$ cat config.mk
export PLATFORM = sky130hd
export DESIGN_NAME = pfb_host
export DESIGN_NICKNAME = d
export VERILOG_FILES = /design/src/shared/pfb_pkg.sv /design/src/rtl/pfb_host.sv
export SDC_FILE = /design/constraint.sdc
export NUM_CORES = 1
export LEC_CHECK = 0
export ABC_CLOCK_PERIOD_IN_PS = 2750
export BUFFER_PORTS_ARGS = -buffer_cell sky130_fd_sc_hd__buf_4
export CORE_MARGIN = 2
export CORE_UTILIZATION = 38
export DETAILED_ROUTE_END_ITERATION = 10
export GPL_TIMING_DRIVEN = 0
export PLACE_DENSITY_LB_ADDON = 0.08
export SLEW_MARGIN = 20
export SYNTH_ARGS = -nofsm -noshare
export SYNTH_HDL_FRONTEND = slang
export SYNTH_SLANG_ARGS = --single-unit
$ cat constraint.sdc
create_clock -name CLK -period 2.75 [get_ports CLK]
set_input_delay 0.275 -clock CLK [delete_from_list [all_inputs] [get_ports CLK]]
set_output_delay 0.275 -clock CLK [all_outputs]
set_load 0.01 [all_outputs]
$ cat src/shared/pfb_pkg.sv
// Shared constants, register map and pin carrier types for the parallel flash bus controller.
//
// Contract
// - Commands need write and select low, gate high.
// - Bypass mode programs with two writes, not four.
// - Reads during operations return status on low byte.
// - Host restarts an operation a clear pulse aborted; pfb_host only sets the aborted status bit and leaves the restart to software.
package pfb_pkg;

    // ------------------------------------------------------------
    // Clock and timing
    // ------------------------------------------------------------
    localparam int CLK_MHZ           = 200;
    localparam int T_WE_NS           = 50;
    localparam int T_CE_NS           = 100;
    localparam int T_RP_NS           = 500;
    localparam int T_READY_NS        = 20000;
    localparam int T_READY_IDLE_NS   = 500;
    localparam int WE_CYC            = (T_WE_NS * CLK_MHZ + 999) / 1000;
    localparam int RD_CYC            = (T_CE_NS * CLK_MHZ + 999) / 1000;
    localparam int CLR_CYC           = (T_RP_NS * CLK_MHZ + 999) / 1000;
    localparam int READY_CYC         = (T_READY_NS * CLK_MHZ) / 1000;
    localparam int READY_IDLE_CYC    = (T_READY_IDLE_NS * CLK_MHZ + 999) / 1000;

    // ------------------------------------------------------------
    // Register map (byte offsets) and fields
    // ------------------------------------------------------------
    localparam logic [4:0] REG_CTRL   = 5'h00;
    localparam logic [4:0] REG_ADDR   = 5'h04;
    localparam logic [4:0] REG_WDATA  = 5'h08;
    localparam logic [4:0] REG_STATUS = 5'h0c;
    localparam logic [4:0] REG_RDATA  = 5'h10;
    localparam logic [4:0] REG_SECTOR = 5'h14;
    localparam int CTRL_OP_LSB   = 0;
    localparam int CTRL_WORD_BIT = 4;
    localparam logic [1:0] OP_READ  = 2'h0;
    localparam logic [1:0] OP_WRITE = 2'h1;
    localparam logic [1:0] OP_CLEAR = 2'h2;
    localparam int ST_BUSY     = 0;
    localparam int ST_PROGRESS = 1;
    localparam int ST_ABORTED  = 2;
    localparam int ST_TIMEOUT  = 3;
    localparam logic RST_WORD_MODE = 1'b1;

    // ------------------------------------------------------------
    // Flash control pins
    // ------------------------------------------------------------
    typedef struct packed {
        logic ce_n;
        logic oe_n;
        logic we_n;
        logic reset_n;
        logic byte_n;
    } pfb_ctl_t;

    localparam pfb_ctl_t CTL_RESET = '{ce_n: 1'b1, oe_n: 1'b1, we_n: 1'b1,
                                       reset_n: 1'b1, byte_n: RST_WORD_MODE};

endpackage

$ cat src/rtl/pfb_host.sv
// Host-side controller driving a parallel NOR flash from Avalon-MM registers.
`timescale 1ns/1ps
`default_nettype none
module pfb_host #(
    parameter bit TOP_BOOT = 1'b1
) (
    // Clock and reset.
    input  wire logic               CLK,
    input  wire logic               RST,
    // Avalon-MM slave.
    input  wire logic [4:0]         AVS_ADDRESS,
    input  wire logic               AVS_READ,
    input  wire logic               AVS_WRITE,
    input  wire logic [31:0]        AVS_WRITEDATA,
    output var  logic [31:0]        AVS_READDATA,
    output var  logic               AVS_WAITREQUEST,
    // Flash pins.
    output var  pfb_pkg::pfb_ctl_t  FL_CTL,
    output var  logic [18:0]        FL_ADDR,
    output var  logic [15:0]        FL_DQ_OUT,
    output var  logic [15:0]        FL_DQ_OE,
    input  wire logic [15:0]        FL_DQ_IN,
    input  wire logic               OP_PROGRESS_N
);
    import pfb_pkg::*;

    typedef enum {S_IDLE, S_RD, S_RD_CAP, S_WR, S_WR_REC, S_CLR, S_CLR_WAIT} pfb_state_t;

    pfb_state_t  state;
    pfb_state_t  next_state;
    logic [15:0] cnt;
    logic        word_mode;
    logic [19:0] addr;
    logic [15:0] wdata;
    logic [15:0] rdata;
    logic        aborted;
    logic        timeout;
    logic        was_busy;
    logic [1:0]  op;
    logic        bus_take;
    logic        go;
    logic [4:0]  sector;

    // ------------------------------------------------------------
    // Sector decode
    // ------------------------------------------------------------
    // Maps A18:A12 to a sector index; lower bits never matter.
    function automatic logic [4:0] sector_of(input logic [6:0] a);
        logic [4:0] s;
        s = 5'h00;
        if (TOP_BOOT) begin
            if (a[6:3] != 4'hf) s = {1'b0, a[6:3]};
            else if (!a[2]) s = 5'h0f;
            else if (!a[1]) s = 5'h10 + {4'h0, a[0]};
            else s = 5'h12;
        end else begin
            if (a[6:3] != 4'h0) s = {1'b0, a[6:3]} + 5'h03;
            else if (a[2]) s = 5'h03;
            else if (a[1]) s = 5'h01 + {4'h0, a[0]};
            else s = 5'h00;
        end
        return s;
    endfunction

    // Byte mode takes A18:A12 from the upper bits of the byte address.
    assign sector = sector_of(word_mode ? addr[18:12] : addr[19:13]);

    // ------------------------------------------------------------
    // Avalon slave
    // ------------------------------------------------------------
    // A request is taken on the edge at which waitrequest is seen low.
    assign bus_take = (AVS_READ || AVS_WRITE) && !AVS_WAITREQUEST;
    assign go       = AVS_WRITE && !AVS_WAITREQUEST && AVS_ADDRESS == REG_CTRL && state == S_IDLE;
    assign op       = AVS_WRITEDATA[CTRL_OP_LSB +: 2];

    // Waitrequest drops for one cycle, one edge after a request appears.
    always_ff @(posedge CLK) begin
        if (RST) begin
            AVS_WAITREQUEST <= 1'b1;
        end else if (!AVS_WAITREQUEST) begin
            AVS_WAITREQUEST <= 1'b1;
        end else if (AVS_READ || AVS_WRITE) begin
            AVS_WAITREQUEST <= 1'b0;
        end
    end

    // Read data is formed together with the waitrequest drop.
    always_ff @(posedge CLK) begin
        if (RST) begin
            AVS_READDATA <= 32'h0000_0000;
        end else if (AVS_READ && AVS_WAITREQUEST) begin
            case (AVS_ADDRESS)
                REG_CTRL:   AVS_READDATA <= {27'h0, word_mode, 4'h0};
                REG_ADDR:   AVS_READDATA <= {12'h000, addr};
                REG_WDATA:  AVS_READDATA <= {16'h0000, wdata};
                REG_STATUS: AVS_READDATA <= {28'h0, timeout, aborted, OP_PROGRESS_N,
                                             state != S_IDLE};
                REG_RDATA:  AVS_READDATA <= {16'h0000, rdata};
                REG_SECTOR: AVS_READDATA <= {27'h0, sector};
                default:    AVS_READDATA <= 32'h0000_0000;
            endcase
        end
    end

    // Setup registers change only while idle, so pins stay stable mid cycle.
    always_ff @(posedge CLK) begin
        if (RST) begin
            word_mode <= RST_WORD_MODE;
            addr      <= 20'h00000;
            wdata     <= 16'h0000;
        end else if (bus_take && AVS_WRITE && state == S_IDLE) begin
            case (AVS_ADDRESS)
                REG_CTRL:  word_mode <= AVS_WRITEDATA[CTRL_WORD_BIT];
                REG_ADDR:  addr <= AVS_WRITEDATA[19:0];
                REG_WDATA: wdata <= AVS_WRITEDATA[15:0];
                default:   word_mode <= word_mode;
            endcase
        end
    end

    // ------------------------------------------------------------
    // Cycle sequencer
    // ------------------------------------------------------------
    // Chooses the next bus phase; each phase lasts its timing count.
    always_comb begin
        next_state = state;
        case (state)
            S_IDLE: begin
                if (go && op == OP_READ) next_state = S_RD;
                else if (go && op == OP_WRITE) next_state = S_WR;
                else if (go && op == OP_CLEAR) next_state = S_CLR;
            end
            S_RD:     if (cnt == 16'(RD_CYC - 1)) next_state = S_RD_CAP;
            S_RD_CAP: next_state = S_IDLE;
            S_WR:     if (cnt == 16'(WE_CYC - 1)) next_state = S_WR_REC;
            S_WR_REC: next_state = S_IDLE;
            S_CLR:    if (cnt == 16'(CLR_CYC - 1)) next_state = S_CLR_WAIT;
            S_CLR_WAIT: begin
                if ((cnt >= 16'(READY_IDLE_CYC - 1) && OP_PROGRESS_N) ||
                    cnt == 16'(READY_CYC - 1)) next_state = S_IDLE;
            end
            default:  next_state = S_IDLE;
        endcase
    end

    // State register.
    always_ff @(posedge CLK) begin
        if (RST) state <= S_IDLE;
        else state <= next_state;
    end

    // Phase counter restarts on every change of phase.
    always_ff @(posedge CLK) begin
        if (RST || next_state != state) cnt <= 16'h0000;
        else cnt <= cnt + 16'h0001;
    end

    // Captures array, identification or status data while the gate is low.
    always_ff @(posedge CLK) begin
        if (RST) rdata <= 16'h0000;
        else if (state == S_RD_CAP) rdata <= word_mode ? FL_DQ_IN : {8'h00, FL_DQ_IN[7:0]};
    end

    // Clear bookkeeping: busy at pulse start means an operation was cut off.
    always_ff @(posedge CLK) begin
        if (RST) begin
            was_busy <= 1'b0;
            aborted  <= 1'b0;
            timeout  <= 1'b0;
        end else if (go) begin
            was_busy <= 1'b0;
            aborted  <= 1'b0;
            timeout  <= 1'b0;
        end else if (state == S_IDLE && next_state == S_IDLE) begin
            was_busy <= was_busy;
        end else if (state == S_CLR && cnt == 16'h0000) begin
            was_busy <= !OP_PROGRESS_N;
            aborted  <= !OP_PROGRESS_N;
        end else if (state == S_CLR_WAIT && next_state == S_IDLE && !OP_PROGRESS_N) begin
            timeout  <= 1'b1;
        end
    end

    // ------------------------------------------------------------
    // Flash pins
    // ------------------------------------------------------------
    // Pins follow the coming phase; outside cycles the part sits in standby.
    always_ff @(posedge CLK) begin
        if (RST) begin
            FL_CTL <= CTL_RESET;
        end else begin
            FL_CTL.ce_n    <= next_state inside {S_IDLE, S_CLR, S_CLR_WAIT};
            FL_CTL.oe_n    <= !(next_state inside {S_RD, S_RD_CAP});
            FL_CTL.we_n    <= next_state != S_WR;
            FL_CTL.reset_n <= next_state != S_CLR;
            FL_CTL.byte_n  <= word_mode;
        end
    end

    // Address held after each cycle so the part may sleep on it.
    always_ff @(posedge CLK) begin
        if (RST) FL_ADDR <= 19'h00000;
        else FL_ADDR <= word_mode ? addr[18:0] : addr[19:1];
    end

    // Write data stays driven one cycle past the rising write strobe.
    always_ff @(posedge CLK) begin
        if (RST) begin
            FL_DQ_OUT <= 16'h0000;
            FL_DQ_OE  <= 16'h0000;
        end else begin
            FL_DQ_OUT <= {word_mode ? wdata[15] : addr[0], wdata[14:0]};
            if (next_state inside {S_WR, S_WR_REC}) begin
                FL_DQ_OE <= word_mode ? 16'hffff : 16'h80ff;
            end else if (next_state inside {S_RD, S_RD_CAP}) begin
                FL_DQ_OE <= word_mode ? 16'h0000 : 16'h8000;
            end else begin
                FL_DQ_OE <= 16'h0000;
            end
        end
    end

    // ------------------------------------------------------------
    // Checks
    // ------------------------------------------------------------
    AST_WRITE_LEVELS: assert property (@(posedge CLK) disable iff (RST)
        !FL_CTL.we_n |-> !FL_CTL.ce_n && FL_CTL.oe_n)
        else $error("Write strobe low without select low and gate high.");
    AST_GATE_NO_DRIVE: assert property (@(posedge CLK) disable iff (RST)
        !FL_CTL.oe_n |-> (FL_DQ_OE[14:0] == 15'h0000) && FL_CTL.we_n)
        else $error("Host drives data while the gate is low.");
    AST_BYTE_UPPER: assert property (@(posedge CLK) disable iff (RST)
        !FL_CTL.byte_n && (!FL_CTL.oe_n || !FL_CTL.we_n) |-> FL_DQ_OE[15] && FL_DQ_OE[14:8] == 7'h00)
        else $error("Byte mode upper lanes wrong.");
    AST_STANDBY_IDLE: assert property (@(posedge CLK) disable iff (RST)
        state == S_IDLE && $past(state) == S_IDLE |-> FL_CTL.ce_n && FL_CTL.reset_n)
        else $error("Idle bus is not in standby.");
    AST_READ_ACCESS: assert property (@(posedge CLK) disable iff (RST)
        state == S_RD_CAP |-> !$past(FL_CTL.oe_n, RD_CYC) && !$past(FL_CTL.ce_n, RD_CYC))
        else $error("Read captured before select access time.");
    AST_CLEAR_WIDTH: assert property (@(posedge CLK) disable iff (RST)
        $rose(FL_CTL.reset_n) |-> $past(state) == S_CLR && $past(cnt) == 16'(CLR_CYC - 1))
        else $error("Clear pulse width wrong.");
    AST_DATA_HOLD: assert property (@(posedge CLK) disable iff (RST)
        $rose(FL_CTL.we_n) |-> FL_DQ_OE[0] && !FL_CTL.ce_n ##1 FL_CTL.ce_n)
        else $error("Write data not held past the strobe.");
    AST_READY_BOUND: assert property (@(posedge CLK) disable iff (RST)
        state == S_CLR_WAIT |-> cnt < 16'(READY_CYC))
        else $error("Ready wait exceeded.");
    AST_IDLE_WAIT: assert property (@(posedge CLK) disable iff (RST)
        state == S_CLR_WAIT && next_state == S_IDLE |-> cnt >= 16'(READY_IDLE_CYC - 1))
        else $error("Clear left before idle ready time.");
    AST_ONE_ANSWER: assert property (@(posedge CLK) disable iff (RST)
        !AVS_WAITREQUEST |=> AVS_WAITREQUEST)
        else $error("Waitrequest low for more than one cycle.");

endmodule // pfb_host
`default_nettype wire

==> impl_metrics.yaml, run 1 <==
yosys:
  synth_cell_types: 65
  yosysTopAreaCell: "dfxtp_1"
  synth_xor_area_frac: 0.0199
  synth-adder-area-share: 0.00567
  yosysSeqAreaShare: 0.505
  synth_top_cell_area_share: 0.505
  synthMuxAreaShare: 0.0333
  ys.flop_type: "dfxtp_1"
  synthTopCellsByArea: "dfxtp_1, nand2_1, a21oi_1, mux2i_1, nor2_1"
  synth_edf_count: 0
  syn_inst: 744
  ys_warn_count: 0
  synth-compound-area-share: 0.132
  async_flop_share: 0
  netlist_area_sq_um: 6620
  avgSynthCellArea_sq_um: 8.89
  synth_top_family_by_area: "simple AND/OR/NAND/NOR gates"
  synth-simple-area-share: 0.240
  synth_seq_cells: 167
sta:
  hold_viol: 0
  rsz0062_at_grt: "true"
  setup_viol: 0
  period_needed_ns: 2.56
  max_freq_mhz: 391
  fin_worst_skew_ns: 0.0128
  final_max_slew_viol_count: 0
  fin_crit_sh: 0.930
  slew_headroom: 0.472
  worst_pin_slew_ns: 0.792
  tns_ns: 0
hold_path:
  hold_depth: 2
  hp-class: "in -> reg"
power_and_ir_drop:
  p_per_area_nw_per_um2: 585
  p_leak_nw: 3.40
  p_total_mw: 5.02
  vdd_drop_max_v: 0.000448
drt:
  num_vias: 5623
  routed_wirelength_um: 18100
  postRouteAntennaNets: 0
  route.detailed.drc: 0
  wl_met3_um: 965
  met1_length_um: 7500
  wl_met2_um: 9210
  post_drt_wl_per_cell_um: 15.6
  viasPerCell: 4.85
  firstDrtPassIters: 5
  routed.top_layer: "met4"
  drtIter0Drc: 280
status:
  status: "completed"
cts:
  cts_root_buffer: "clkbuf_16"
  cts_buffers: 17
  clock_path_buffers: 2
  post_cts_buffers: 0
  hold_buffers: 0
  clk_pin_slew_worst_paths_ns: 0.06
  cts.sinks: 167
  htreeDepth: 4
  clk_latency_ns: 0.44
  cts_tree: "done"
critical_path:
  reg2regPathDepth: 7
  crit_fanout: 10
  critPathKind: "reg -> reg"
  start_kind: "flop"
  arrival_ns: 2.92
  cp.required_ns: 3.11
  end_kind: "flop"
floorplan:
  dieArea_sq_um: 18500
  die-height_um: 136
  io_pins: 147
  core_sq_um: 17200
  rows: 48
  start_util: 0.385
  die_w_um: 136
global_routing:
  grt_pass1_vias: 5321
  grt_overflow: 0
  grt_max_degree: 17
  grt_pass1_wl_um: 27800
  grt_usage: 0.199
  antenna_found_initial: 0
cells_and_area:
  fillCellCount: 1705
  post-route-util: 0.499
  areaGrowthSynthToFinish_pct: 29.5
  drive_above_1_share: 0.227
  diodes: 0
  design_area_sq_um: 8570
  fin_nets: 983
placement:
  port_buffers: 120
  place_area_sq_um: 7950
  gp_congestion: 0.788
  dp_hpwl_um: 13700
job:
  maxCapViolations: 0
[routing by layer]
metal	global-route usage	up-vias
met4	0.0741	0
met3	0.0481	26
li1	-	2837
met2	0.347	143
met5	0	-
met1	0.238	2617
[report_power, final]
part,switching (mW),internal (mW)
Clock,0.994,1.40
Combinational,0.106,0.0685
Sequential,0.00864,2.44
Total,1.11,3.91
[final cells by class]
type                       count  area [sq um]  area share
inverter                      12          45.0     0.00526
sequential                   167          3340       0.390
timing repair buffer         120           901       0.105
clock inverter                12           140      0.0164
clock buffer                  20           457      0.0533
tap                          225           282      0.0329
buffer                        67           373      0.0435
multi-input combinational    537          3030       0.353
[placed cells by master, fill, tap and decap left out, types with 10 or more instances in the layout]
cell type and instances:
a22oi_1 16, nor2_1 54, a21oi_1 89, clkbuf_16 17, nand4_1 10, mux2i_1 22, dfxtp_1 167, buf_4 146
clkbuf_1 31, nand2_1 140, inv_1 12, conb_1 41, nand3_1 19, nor2b_1 17
[worst max-delay path, stage by stage, from the launching register on]
cell and delay [ns]:
dfxtp_1 0.30, or4_4 0.56, nor3_2 0.22, nand3_1 0.19, nor3_2 0.48, clkbuf_1 0.44, nand3_1 0.14, a21oi_1 0.16
[state kept, by name (all words and copies together), names as in the netlist, 16 cells and up]
| register | count |
|---|---|
| AVS_READDATA | 20 |
| FL_ADDR | 19 |
| FL_DQ_OUT | 16 |
| addr | 20 |
| cnt | 16 |
| rdata | 16 |
| state | 32 |
| wdata | 16 |
[logic make-up (layout without fill, tap and decap cells)]
logic type / count (synthesis) / count (layout)
flops: 167 / 167
simple gates: 313 / 313
compound gates: 143 / 143
fa+ha+maj: 3 / 3
other cells: 1 / 41
mux: 22 / 22
xor+xnor: 15 / 15
buf+inv: 80 / 231
[synthesized netlist by cell type, types with 3 or more instances]
master and instances:
o211ai_1 3, clkbuf_1 31, buf_1 4, and2_1 9
nor2_1 54, mux2i_1 22, or4_1 3, ha_1 3
dfxtp_1 167, nand2_1 140, nor3_1 5, buf_4 26
nor3_2 4, nand3_1 20, nand2b_1 3, o2111ai_1 3
xor2_1 6, inv_1 12, and3_1 7, a22oi_1 16
nand3b_1 3, nor2b_1 17, xnor2_1 9, buf_2 6
nand4_1 10, o21ai_0 8, a21oi_1 89, nor2_4 8
nor4_1 9
[stage by stage]
stage	hold slack (ns)	instances	setup WS (ns)
floorplan	0.387	784	0.431
global placement	0.438	1129	-0.00266
detailed placement	0.447	1129	-0.00146
CTS	0.0774	1161	0.0539
global route	0.0706	1160	-0.0346
finish	0.0821	1160	0.193
[what timing repair did]
action | 4_1_cts | 5_1_grt
pin swaps | 0 | 1
cloned | 0 | 0
resized for setup | 1 | 4
setup endpoints to repair | 10 | 26
[final timing paths]
| kind | endpoint | start | slack (ns) |
|---|---|---|---|
| worst max-delay path | rdata[13] | state[4] | 0.19 |
| worst min-delay path | AVS_WAITREQUEST | AVS_WRITE | 0.08 |
| worst max register to register | rdata[13] | state[4] | 0.19 |
| worst min register to register | rdata[10] | rdata[10] | 0.45 |
(Power assumes the default switching activity.)
==> run 2: changes to the inputs <==
--- a/config.mk
+++ b/config.mk
@@ -6,11 +6,12 @@
 export NUM_CORES = 1
 export LEC_CHECK = 0
 export ABC_CLOCK_PERIOD_IN_PS = 2750
-export BUFFER_PORTS_ARGS = -buffer_cell sky130_fd_sc_hd__buf_4
 export CORE_MARGIN = 2
 export CORE_UTILIZATION = 38
 export DETAILED_ROUTE_END_ITERATION = 10
+export DONT_BUFFER_PORTS = 1
 export GPL_TIMING_DRIVEN = 0
+export HOLD_SLACK_MARGIN = 0.1
 export PLACE_DENSITY_LB_ADDON = 0.08
 export SLEW_MARGIN = 20
 export SYNTH_ARGS = -nofsm -noshare
==> impl_metrics.yaml, run 2 (synthesis gave the netlist of run 1 again) <==
cts:
  post_cts_buffers: 0
  cts_tree: "done"
  clk_pin_slew_worst_paths_ns: 0.06
  clock_path_buffers: 2
  htreeDepth: 4
  cts.sinks: 167
  clk_latency_ns: 0.43
  cts_root_buffer: "clkbuf_16"
  cts_buffers: 17
power_and_ir_drop:
  p_leak_nw: 2.92
  seq_power_share: 0.493
  combPwrFrac: 0.033
  p_per_area_nw_per_um2: 617
  pwr-share-clk: 0.474
  vdd_drop_max_v: 0.000467
  switching_share: 0.216
  internal-power_mw: 3.90
  switching_power_mw: 1.07
  p_total_mw: 4.97
placement:
  place_ws_ns: 0.0222
  place_area_sq_um: 7050
  dp_hpwl_um: 13900
  port_buffers: 0
  placed_cells_incl_taps: 1009
  gp_congestion: 0.838
cells_and_area:
  post-route-util: 0.469
  areaGrowthSynthToFinish_pct: 21.7
  drive_above_1_share: 0.106
  fin_nets: 903
  design_area_sq_um: 8060
  largest_reg_flops: 32
  final_common_cell: "dfxtp_1"
  mostFrequentLayoutCells: "dfxtp_1, nand2_1, a21oi_1"
  top_regs: "state x32, AVS_READDATA x20, addr x20"
  fin_cells: 1080
  diodes: 0
  top_register: "state"
critical_path:
  cp.required_ns: 3.04
  end_kind: "flop"
  cp_cell_sequence: "clkbuf_1 -> nand2_1 -> a2111oi_0 -> o211ai_1 -> nand4_1 -> nand2_1 -> o21ai_0 -> a21oi_1"
  crit_family: "compound AO/OA/AOI/OAI gates"
  r2r-start: "word_mode"
  start_kind: "flop"
  slowest_delay_ns: 0.93
  crit_buf_inv: 1
  crit_slowest_cell: "a2111oi_0"
  critPathKind: "reg -> reg"
  cp-startpoint: "word_mode"
  cp_common_cell: "nand2_1"
  crit_fanout: 10
  arrival_ns: 2.89
status:
  status: "completed"
sta:
  period_needed_ns: 2.61
  max_freq_mhz: 383
  rsz0062_at_grt: "false"
  final_max_slew_viol_count: 0
  fin_crit_sh: 0.949
  hold_viol: 0
  tns_ns: 0
  worst_pin_slew_ns: 1.07
  slew_headroom: 0.268
  setup_viol: 0
  fin_worst_skew_ns: 0.0103
  hold_slack_ns: 0.152
  fin_ws_ns: 0.141
drt:
  drtIter0Drc: 332
  post_drt_wl_per_cell_um: 17.6
  viasPerCell: 5.11
  routed_wirelength_um: 19000
  firstDrtPassIters: 5
  route.detailed.drc: 0
  num_vias: 5514
  postRouteAntennaNets: 0
floorplan:
  dieArea_sq_um: 18500
  io_pins: 147
  rows: 48
  die_w_um: 136
  die-height_um: 136
  start_util: 0.385
  core_sq_um: 17200
global_routing:
  antenna_found_initial: 0
  grt_usage: 0.211
  grt_overflow: 0
  grt_pass1_vias: 5520
  grt_max_degree: 17
  grt_pass1_wl_um: 29600
hold_path:
  hp-class: "in -> reg"
  hp-start: "RST"
job:
  maxCapViolations: 0
run 2: changes by cell type in the layout (fill, tap and decap cells not counted), moves of 2 or more:
cell / before / now
buf_4: 146 / 26
clkinv_4: 2 / 0
clkinvlp_4: 3 / 5
dlygate4sd3_1: 0 / 40
inv_6: 4 / 2
run 2: area by class of cell:
type	instances	area, sq um
buffer	67	374
timing repair buffer	40	400
inverter	12	45.0
sequential	167	3340
tap	225	282
fill	1739	9120
multi-input combinational	537	3030
clock inverter	10	120
clock buffer	22	464
run 2: path summary, 6_finish.rpt:
check                                       end  slack [ns]  depth (start not counted)
worst min register to register        rdata[11]        0.46                          2
worst min-delay path                     cnt[5]        0.15                          3
worst max register to register  AVS_READDATA[0]        0.14                          8
worst max-delay path            AVS_READDATA[0]        0.14                          8
run 2: worst min-delay path: stages:
cell       delay [ns]
nor2_1           0.04
o2111ai_4        0.16
nor2_1           0.06
run 2: power by group through the flow:
stage / sequential, mW / combinational, mW / clock (mW)
6_report: 2.45 / 0.165 / 2.36
5_1_grt: 2.45 / 0.180 / 2.53
4_1_cts: 2.45 / 0.162 / 2.41
3_5_place_dp: 2.51 / 0.105 / 0
3_3_place_gp: 2.51 / 0.105 / 0
2_1_floorplan: 2.50 / 0.0755 / 0
run 2: what timing repair did:
action | CTS | global route
gates resized for setup | 2 | 5
pin swaps | 0 | 0
endpoints found under the setup margin | 7 | 33
endpoints found under the hold margin | 61 | 0
hold buffers | 40 | 0
run 2: routing by layer:
metal	global-route usage	wire, um	vias to the layer above
met3	0.0563	1050	29
met2	0.369	9720	166
met1	0.243	7710	2640
li1	-	-	2679
met5	0	0	-
met4	0.0885	516	0
